### src/hdl/spc_pkg.sv
// Package with offsets, bit positions and reset values of the port registers
//----------------------------------------------------------------------------
//----------------------------------------------------------------------------
package spc_pkg;

  //--------------------------------------------------------------------------
  // Register byte offsets on the bus
  //--------------------------------------------------------------------------
  localparam logic [7:0] SPC_OFF_TXCS = 8'h00;
  localparam logic [7:0] SPC_OFF_RXCS = 8'h04;
  localparam logic [7:0] SPC_OFF_BC   = 8'h08;
  localparam logic [7:0] SPC_OFF_RDAT = 8'h0C;
  localparam logic [7:0] SPC_OFF_DIVL = 8'h10;
  localparam logic [7:0] SPC_OFF_DIVH = 8'h14;
  localparam logic [7:0] SPC_OFF_STAT = 8'h18;

  //--------------------------------------------------------------------------
  // Field positions
  //--------------------------------------------------------------------------
  localparam int TX_CLKSRC  = 7;
  localparam int TX_NINE    = 6;
  localparam int TX_EN      = 5;
  localparam int TX_SYNC    = 4;
  localparam int TX_BRK     = 3;
  localparam int TX_HIBAUD  = 2;
  localparam int TX_EMPTY   = 1;
  localparam int TX_D9      = 0;
  localparam int RX_PORT_EN = 7;
  localparam int RX_NINE    = 6;
  localparam int RX_SINGLE  = 5;
  localparam int RX_CONT    = 4;
  localparam int RX_ADEN    = 3;
  localparam int BC_POL     = 4;
  localparam int BC_WIDE    = 3;
  localparam int BC_WAKE    = 1;
  localparam int BC_ABD  = 0;
  localparam int FE_BIT  = 9;

  //--------------------------------------------------------------------------
  // Writable masks and reset values
  //--------------------------------------------------------------------------
  localparam logic [7:0] SPC_TXCS_WMASK = 8'hFD;
  localparam logic [7:0] SPC_RXCS_WMASK = 8'hF8;
  localparam logic [7:0] SPC_BC_WMASK   = 8'h1B;
  localparam logic [7:0] SPC_CTRL_RST   = 8'h00;
  localparam logic       SPC_EMPTY_RST  = 1'b1;
  localparam logic       SPC_IDLE_RST   = 1'b1;
  localparam logic [1:0] SPC_FIFO_DEPTH = 2'h2;

endpackage : spc_pkg

### src/hdl/spc_regs.sv
// Control and status registers of the serial port, with receive FIFO
//
// The implementer's own choices: the Wishbone interface to the registers and the register addresses.
module spc_regs (
  input  wire logic        clock,
  input  wire logic        rst,
  // Wishbone classic slave
  input  wire logic        wb_cyc,
  input  wire logic        wb_stb,
  input  wire logic        wb_we,
  input  wire logic [7:0]  wb_adr,
  input  wire logic [31:0] wb_dat_w,
  input  wire logic [3:0]  wb_sel,
  output logic      [31:0] wb_dat_r,
  output logic             wb_ack,
  // Events and status from the shifting datapath
  input  wire logic        tx_shift_full,
  input  wire logic        break_done,
  input  wire logic        rx_start,
  input  wire logic        rx_char_strobe,
  input  wire logic [8:0]  rx_char_data,
  input  wire logic        rx_char_frame_err,
  input  wire logic        rx_edge,
  input  wire logic        autobaud_done,
  input  wire logic        autobaud_overflow,
  // Controls towards the datapath
  output logic             port_enable,
  output logic             sync_mode,
  output logic             clock_master,
  output logic             tx_enable,
  output logic             tx_nine_bit,
  output logic             tx_ninth_data,
  output logic             send_break,
  output logic             high_baud,
  output logic             rx_enable,
  output logic             rx_nine_bit,
  output logic             tx_invert,
  output logic             sync_clock_rising,
  output logic             wake_wait,
  output logic             autobaud_run,
  output logic             baud_tick,
  output logic             receive_pending_flag
);
  import spc_pkg::*;

  //--------------------------------------------------------------------------
  // Declarations
  //--------------------------------------------------------------------------
  logic [7:0]  txcs_q;
  logic [7:0]  rxcs_q;
  logic [7:0]  bc_q;
  logic [7:0]  divl_q;
  logic [7:0]  divh_q;
  logic        shift_empty_q;
  logic        idle_q;
  logic        overrun_error_flag_q;
  logic        abd_ovf_q;
  logic        wake_q;
  logic [9:0]  fifo_q [2];
  logic        rd_ptr_q;
  logic        wr_ptr_q;
  logic [1:0]  fifo_cnt_q;
  logic [15:0] baud_cnt_q;
  logic        tick_q;
  logic        ack_q;
  logic [31:0] rdat_q;
  logic [31:0] rd_mux;
  logic        req;
  logic        wr_en;
  logic        rd_en;
  logic        wr_tx;
  logic        wr_rx;
  logic        wr_bc;
  logic        wr_dl;
  logic        wr_dh;
  logic        port_on;
  logic        sync;
  logic        master;
  logic        cont_rx;
  logic        single_rx;
  logic        rx_on;
  logic        filter;
  logic        accept;
  logic        full;
  logic        pop;
  logic        push;
  logic        ovr_set;
  logic        single_done;
  logic        wake_hit;
  logic [9:0]  head;
  logic [15:0] reload;

  //--------------------------------------------------------------------------
  // Address decode helper
  //--------------------------------------------------------------------------
  // Word aligned match; the two low address bits are ignored
  function automatic logic hit(input logic [7:0] a, input logic [7:0] off);
    return a[7:2] == off[7:2];
  endfunction : hit

  //--------------------------------------------------------------------------
  // Bus strobes
  //--------------------------------------------------------------------------
  // Access is taken in the cycle before ack, so ack follows one edge later
  assign req   = wb_cyc & wb_stb & ~ack_q;
  assign wr_en = req & wb_we & wb_sel[0];
  assign rd_en = req & ~wb_we;
  assign wr_tx = wr_en & hit(wb_adr, SPC_OFF_TXCS);
  assign wr_rx = wr_en & hit(wb_adr, SPC_OFF_RXCS);
  assign wr_bc = wr_en & hit(wb_adr, SPC_OFF_BC);
  assign wr_dl = wr_en & hit(wb_adr, SPC_OFF_DIVL);
  assign wr_dh = wr_en & hit(wb_adr, SPC_OFF_DIVH);

  //--------------------------------------------------------------------------
  // Mode decode
  //--------------------------------------------------------------------------
  // Port enable gates only rx_on below; the other mode bits are raw register bits
  assign port_on   = rxcs_q[RX_PORT_EN];
  assign sync      = txcs_q[TX_SYNC];
  assign master    = sync & txcs_q[TX_CLKSRC];
  assign cont_rx   = rxcs_q[RX_CONT];
  assign single_rx = rxcs_q[RX_SINGLE];
  // Single receive only counts for a sync master
  assign rx_on  = port_on & (cont_rx | (master & single_rx));
  assign filter = rxcs_q[RX_NINE] & rxcs_q[RX_ADEN] & ~sync;
  assign head   = fifo_q[rd_ptr_q];

  //--------------------------------------------------------------------------
  // Receive acceptance
  //--------------------------------------------------------------------------
  // While waiting for a wake edge no character is taken
  assign wake_wait = port_on & ~sync & bc_q[BC_WAKE];
  assign wake_hit  = wake_wait & rx_edge;
  // Overrun blocks further characters until it is cleared
  assign accept    = rx_char_strobe & rx_on & ~overrun_error_flag_q & ~wake_wait
                     & (~filter | rx_char_data[8]);
  assign full      = fifo_cnt_q == SPC_FIFO_DEPTH;
  assign pop       = rd_en & hit(wb_adr, SPC_OFF_RDAT)
                     & (fifo_cnt_q != 2'h0);
  // A read in the same cycle frees a slot for the arriving character
  assign push      = accept & (~full | pop);
  assign ovr_set   = accept & full & ~pop;
  // Continuous receive overrides single receive
  assign single_done = rx_char_strobe & port_on & master & single_rx
                       & ~cont_rx;

  //--------------------------------------------------------------------------
  // Transmit control and status
  //--------------------------------------------------------------------------
  // A software write wins over the hardware break clear
  always_ff @(posedge clock or posedge rst)
  begin
    if (rst)
      txcs_q <= SPC_CTRL_RST;
    else if (wr_tx)
      txcs_q <= wb_dat_w[7:0] & SPC_TXCS_WMASK;
    else if (break_done & ~sync)
      txcs_q[TX_BRK] <= 1'b0;
  end

  // Shift register empty flag follows the datapath
  always_ff @(posedge clock or posedge rst)
  begin
    if (rst)
      shift_empty_q <= SPC_EMPTY_RST;
    else
      shift_empty_q <= ~port_on | ~tx_shift_full;
  end

  //--------------------------------------------------------------------------
  // Receive control
  //--------------------------------------------------------------------------
  always_ff @(posedge clock or posedge rst)
  begin
    if (rst)
      rxcs_q <= SPC_CTRL_RST;
    else if (wr_rx)
      rxcs_q <= wb_dat_w[7:0] & SPC_RXCS_WMASK;
    else if (single_done)
      rxcs_q[RX_SINGLE] <= 1'b0;
  end

  // Overrun: set wins over the clear by continuous receive off
  always_ff @(posedge clock or posedge rst)
  begin
    if (rst)
      overrun_error_flag_q <= 1'b0;
    else if (ovr_set)
      overrun_error_flag_q <= 1'b1;
    else if (~cont_rx | ~port_on)
      overrun_error_flag_q <= 1'b0;
  end

  //--------------------------------------------------------------------------
  // Baud control
  //--------------------------------------------------------------------------
  always_ff @(posedge clock or posedge rst)
  begin
    if (rst)
      bc_q <= SPC_CTRL_RST;
    else if (wr_bc)
      bc_q <= wb_dat_w[7:0] & SPC_BC_WMASK;
    else
    begin
      if (wake_hit)
        bc_q[BC_WAKE] <= 1'b0;
      if (autobaud_done & ~sync)
        bc_q[BC_ABD] <= 1'b0;
    end
  end

  // Overflow is set by the timer, dropped when detection restarts
  always_ff @(posedge clock or posedge rst)
  begin
    if (rst)
      abd_ovf_q <= 1'b0;
    else if (autobaud_overflow & port_on & ~sync)
      abd_ovf_q <= 1'b1;
    else if (~port_on | (wr_bc & wb_dat_w[BC_ABD]))
      abd_ovf_q <= 1'b0;
  end

  // Idle from reset; busy from start bit to end of character
  always_ff @(posedge clock or posedge rst)
  begin
    if (rst)
      idle_q <= SPC_IDLE_RST;
    else if (~port_on)
      idle_q <= 1'b1;
    else if (rx_start & ~sync)
      idle_q <= 1'b0;
    else if (rx_char_strobe)
      idle_q <= 1'b1;
  end

  // Wake event counts as pending until the data register is read
  always_ff @(posedge clock or posedge rst)
  begin
    if (rst)
      wake_q <= 1'b0;
    else if (wake_hit)
      wake_q <= 1'b1;
    else if (~port_on | (rd_en & hit(wb_adr, SPC_OFF_RDAT)))
      wake_q <= 1'b0;
  end

  //--------------------------------------------------------------------------
  // Receive FIFO, two characters with their framing bits
  //--------------------------------------------------------------------------
  // Each entry keeps its framing bit so the flag tracks the top entry
  always_ff @(posedge clock or posedge rst)
  begin
    if (rst)
    begin
      fifo_q[0] <= 10'h000;
      fifo_q[1] <= 10'h000;
    end
    else if (push)
      fifo_q[wr_ptr_q] <= {rx_char_frame_err,
                           rx_char_data[8] & rxcs_q[RX_NINE],
                           rx_char_data[7:0]};
  end

  // Pointers and count; port disable empties the FIFO
  always_ff @(posedge clock or posedge rst)
  begin
    if (rst)
    begin
      rd_ptr_q   <= 1'b0;
      wr_ptr_q   <= 1'b0;
      fifo_cnt_q <= 2'h0;
    end
    else if (~port_on)
    begin
      rd_ptr_q   <= 1'b0;
      wr_ptr_q   <= 1'b0;
      fifo_cnt_q <= 2'h0;
    end
    else
    begin
      if (push)
        wr_ptr_q <= ~wr_ptr_q;
      if (pop)
        rd_ptr_q <= ~rd_ptr_q;
      if (push & ~pop)
        fifo_cnt_q <= fifo_cnt_q + 2'h1;
      else if (pop & ~push)
        fifo_cnt_q <= fifo_cnt_q - 2'h1;
    end
  end

  //--------------------------------------------------------------------------
  // Baud generator
  //--------------------------------------------------------------------------
  // Narrow mode ignores the high divisor byte
  assign reload = bc_q[BC_WIDE] ? {divh_q, divl_q} : {8'h00, divl_q};

  always_ff @(posedge clock or posedge rst)
  begin
    if (rst)
    begin
      divl_q <= SPC_CTRL_RST;
      divh_q <= SPC_CTRL_RST;
    end
    else
    begin
      if (wr_dl)
        divl_q <= wb_dat_w[7:0];
      if (wr_dh)
        divh_q <= wb_dat_w[7:0];
    end
  end

  // Divisor writes restart the count so a new rate takes hold at once
  always_ff @(posedge clock or posedge rst)
  begin
    if (rst)
    begin
      baud_cnt_q <= 16'h0000;
      tick_q     <= 1'b0;
    end
    else if (~port_on | wr_dl | wr_dh)
    begin
      baud_cnt_q <= 16'h0000;
      tick_q     <= 1'b0;
    end
    else if (baud_cnt_q == 16'h0000)
    begin
      baud_cnt_q <= reload;
      tick_q     <= 1'b1;
    end
    else
    begin
      baud_cnt_q <= baud_cnt_q - 16'h0001;
      tick_q <= 1'b0;
    end
  end

  //--------------------------------------------------------------------------
  // Read mux and bus answer
  //--------------------------------------------------------------------------
  // Unmapped addresses answer with zero
  always_comb
  begin
    rd_mux = 32'h0000_0000;
    if (hit(wb_adr, SPC_OFF_TXCS))
      rd_mux[7:0] = {txcs_q[7:2], shift_empty_q, txcs_q[TX_D9]};
    else if (hit(wb_adr, SPC_OFF_RXCS))
      rd_mux[7:0] = {rxcs_q[7:3], head[FE_BIT] & (fifo_cnt_q != 2'h0),
                     overrun_error_flag_q, head[8]};
    else if (hit(wb_adr, SPC_OFF_BC))
      rd_mux[7:0] = {abd_ovf_q, idle_q, 1'b0, bc_q[BC_POL],
                     bc_q[BC_WIDE], 1'b0, bc_q[BC_WAKE], bc_q[BC_ABD]};
    else if (hit(wb_adr, SPC_OFF_RDAT))
      rd_mux[7:0] = head[7:0];
    else if (hit(wb_adr, SPC_OFF_DIVL))
      rd_mux[7:0] = divl_q;
    else if (hit(wb_adr, SPC_OFF_DIVH))
      rd_mux[7:0] = divh_q;
    else if (hit(wb_adr, SPC_OFF_STAT))
      rd_mux[0] = receive_pending_flag;
  end

  // One ack per request; it drops the cycle after it is given
  always_ff @(posedge clock or posedge rst)
  begin
    if (rst)
    begin
      ack_q  <= 1'b0;
      rdat_q <= 32'h0000_0000;
    end
    else
    begin
      ack_q <= req;
      if (rd_en)
        rdat_q <= rd_mux;
    end
  end

  //--------------------------------------------------------------------------
  // Outputs
  //--------------------------------------------------------------------------
  assign wb_ack            = ack_q;
  assign wb_dat_r          = rdat_q;
  assign port_enable       = port_on;
  assign sync_mode         = port_on & sync;
  assign clock_master      = port_on & master;
  // Either receive enable steals the line in sync mode
  assign tx_enable         = port_on & txcs_q[TX_EN]
                             & ~(sync & (single_rx | cont_rx));
  assign tx_nine_bit       = txcs_q[TX_NINE];
  assign tx_ninth_data     = txcs_q[TX_D9];
  assign send_break        = port_on & ~sync & txcs_q[TX_BRK];
  assign high_baud         = ~sync & txcs_q[TX_HIBAUD];
  assign rx_enable         = rx_on & ~wake_wait;
  assign rx_nine_bit       = rxcs_q[RX_NINE];
  assign tx_invert         = ~sync & bc_q[BC_POL];
  assign sync_clock_rising = sync & bc_q[BC_POL];
  assign autobaud_run      = port_on & ~sync & bc_q[BC_ABD];
  assign baud_tick         = tick_q;
  // Hardware only; software clears it only by reading the data register or turning receive off
  assign receive_pending_flag = (rx_on & (fifo_cnt_q != 2'h0))
                                | wake_q;
endmodule : spc_regs

### config.mk
export PLATFORM = sky130hd
export DESIGN_NAME = spc_regs
export DESIGN_NICKNAME = d
export VERILOG_FILES = /design/src/hdl/spc_pkg.sv /design/src/hdl/spc_regs.sv
export SDC_FILE = /design/constraint.sdc
export NUM_CORES = 1
export LEC_CHECK = 0
export ABC_AREA = 0
export BUFFER_PORTS_ARGS = -buffer_cell sky130_fd_sc_hd__buf_4
export CAP_MARGIN = 20
export CORE_MARGIN = 2
export CORE_UTILIZATION = 40
export DETAILED_ROUTE_END_ITERATION = 7
export PLACE_DENSITY = 0.68
export SETUP_SLACK_MARGIN = 0.2
export SLEW_MARGIN = 20
export SYNTH_ARGS = -nofsm -noshare
export SYNTH_HDL_FRONTEND = slang
export SYNTH_SLANG_ARGS = --single-unit
### constraint.sdc
create_clock -name clock -period 5.3 [get_ports clock]
set_input_delay 0.265 -clock clock [delete_from_list [all_inputs] [get_ports clock]]
set_output_delay 0.265 -clock clock [all_outputs]
set_load 0.05 [all_outputs]
==> impl_metrics.toml <==
[synthesis]
synthCells = 460
yosysWarningCount = 0
avgSynthCellArea_um2 = 10.6
yosysUniqueCellTypes = 63
yosys_most_used_dff = "dfrtp_1"
ys_seq_area_frac = 0.448
synthesis.area_mm2 = 0.00486
async_reset_ff_frac = 1.00
synth_seq_cells = 87
synth_edf_count = 0

[die]
fp-row-count = 40
initial_core_util = 0.407
die_w_um = 114
core-area_mm2 = 0.0120
pin_count = 115
fp.dieH_um = 114
die_area_mm2 = 0.0131

[critical_path]
crit_path_frequent_cell = "a211oi_1"
worstPathRequired_ns = 5.49
arrival_ns = 2.71
crit_buf_inv = 0
slowest_stage = "nor4_1"
startpoint_type = "register"
cp_top_family = "simple AND/OR/NAND/NOR gates"
worstPathMaxFanout = 16
path_class = "register to register"
endpoint_kind = "register"
path_cells = "nor4_1, nand3_1, a211oi_1, a211oi_1"
max_stage_delay_ns = 0.70

[cts]
h-tree-depth = 3
post_cts_buffers = 0
cts_root_buf = "clkbuf_16"
clock_path_buffers = 2
clock_sinks = 87
cts-resized-gates = 0
cts_hold_buffers = 0
clkTransAtPathRegs_ns = 0.07
cts_made_buffers = 9
clk-insertion-delay-late_ns = 0.34
cts_tree = "done"

[cells_and_area]
diodes = 0
nFillCells = 1112
drive_gt1_frac = 0.278
num-nets-final = 579
area_growth_pct = 15.4
final_cells = 661
fin_util = 0.469
final_area_mm2 = 0.00561

[drt]
firstDrtPassIters = 5
via_count = 3746
wl_per_cell_um = 18.3
wl_um = 12100
drt_iter0_drc = 202
drcViolationCount = 0
ant_nets = 0
vias_per_cell = 5.67

[placement]
place_ws_ns = 2.77
dpl_cell_area_mm2 = 0.00534
post-dp-hpwl_um = 8770
place.gp.congestion = 0.848
port_buffers = 61
dpl.cell_count = 647

[flow_run]
maxCapViolations = 0

[global_route]
overflow = 0
grt_util_all_layers = 0.194
grt_pass1_vias = 3618
grt_first_pass_wirelength_um = 19800
antenna_found_initial = 0
grt_max_degree = 88

[power]
ir_drop_v = 0.000196
power_mw = 1.57
power_leakage_nw = 2.64
powerDensity_mw_per_mm2 = 280

[timing]
fmax_mhz = 396
hold_slack_ns = 0.0477
tightestPinTransition_ns = 0.952
slew_viol_final = 0
relSlewSlack = 0.356
setup_ws_ns = 2.78
rsz0062_at_grt = "false"
layout_min_cycle_time_ns = 2.52
fin_crit_sh = 0.476
final-setup-viol-count = 0
finalHoldViolCount = 0
fin_setup_tns_ns = 0
clock_skew_ns = 0.00863

[outcome]
outcome = "complete, no violations"

[hold_path]
min-delay-path-class = "input pin to register"
-- final timing paths --
| check | from | endpoint | slack, ns | cells past startpoint |
|---|---|---|---|---|
| max | baud_cnt_q[11] | baud_cnt_q[15] | 2.78 | 4 |
| min in group asynchronous | rst | abd_ovf_q | 0.16 | 3 |
| max in group asynchronous | rst | fifo_q[11] | 4.60 | 3 |
| max reg2reg | baud_cnt_q[11] | baud_cnt_q[15] | 2.78 | 4 |
| min reg2reg | fifo_q[19] | fifo_q[19] | 0.49 | 1 |
| min | tx_shift_full | shift_empty_q | 0.05 | 2 |
-- cell usage in the layout, fill, tap and decap left out, types with 14 or more instances in the layout --
master,count
dfrtp_1,85
buf_4,63
mux2_2,47
nor2_1,26
a211oi_1,24
conb_1,24
mux2i_1,22
a21oi_1,21
nor3_1,21
inv_1,18
o21ai_0,16
nand2_1,14
-- report_power, final --
group	switching [mW]	internal, mW
Clock	0.253	0.337
Sequential	0.0276	0.698
Combinational	0.174	0.0820
-- routing by layer --
metal  up-vias  wire (um)  GRT usage
met3        15        787     0.0471
li1       1739          -          -
met1      1854       5620      0.287
met5         -          0          0
met4         0        148     0.0447
met2       138       5520      0.289
-- area by class of cell --
class | count | area [um2] | area share
Clock buffer | 11 | 253 | 0.0450
Multi-Input combinational cell | 330 | 2420 | 0.431
Timing Repair Buffer | 64 | 484 | 0.0863
Inverter | 19 | 72.6 | 0.0129
Sequential cell | 87 | 2180 | 0.388
Tap cell | 147 | 184 | 0.0328
Clock inverter | 3 | 20.0 | 0.00357
-- kinds of logic (layout without fill, tap and decap cells) --
family	count (synthesis)	count (layout)	share of synthesized area
AO/OA/AOI/OAI	98	98	0.138
XOR/XNOR	14	14	0.0252
adder cells (fa/ha/maj)	2	2	0.00514
buffers and inverters	66	97	0.0723
flip-flops	87	87	0.448
multiplexers	71	71	0.161
other	1	24	0.000771
AND/OR/NAND/NOR	121	121	0.149
-- cell usage after synthesis (all sizes together) (4+ instances only) --
library cell / instances / share of area
dfrtp: 85 / 0.44
mux2: 48 / 0.11
buf: 33 / 0.047
nor2: 26 / 0.020
a211oi: 24 / 0.037
mux2i: 22 / 0.045
a21oi: 21 / 0.022
nor3: 21 / 0.022
inv: 19 / 0.015
o21ai: 16 / 0.016
clkbuf: 14 / 0.011
nand2: 14 / 0.011
nor4: 11 / 0.026
xor2: 11 / 0.020
nand3: 9 / 0.0093
and2: 7 / 0.0090
o22ai: 7 / 0.0090
o2bb2ai: 6 / 0.011
and3: 5 / 0.0064
nor2b: 5 / 0.0064
o31ai: 4 / 0.010
-- registers in the layout, summed over array words and instances (netlist names), 2 cells and up --
signal	cells
txcs_q	7
fifo_cnt_q	2
wb_dat_r	8
fifo_q	20
baud_cnt_q	16
divh_q	8
bc_q	4
divl_q	8
rxcs_q	5
No activity file was read; power rests on OpenSTA's default activity.
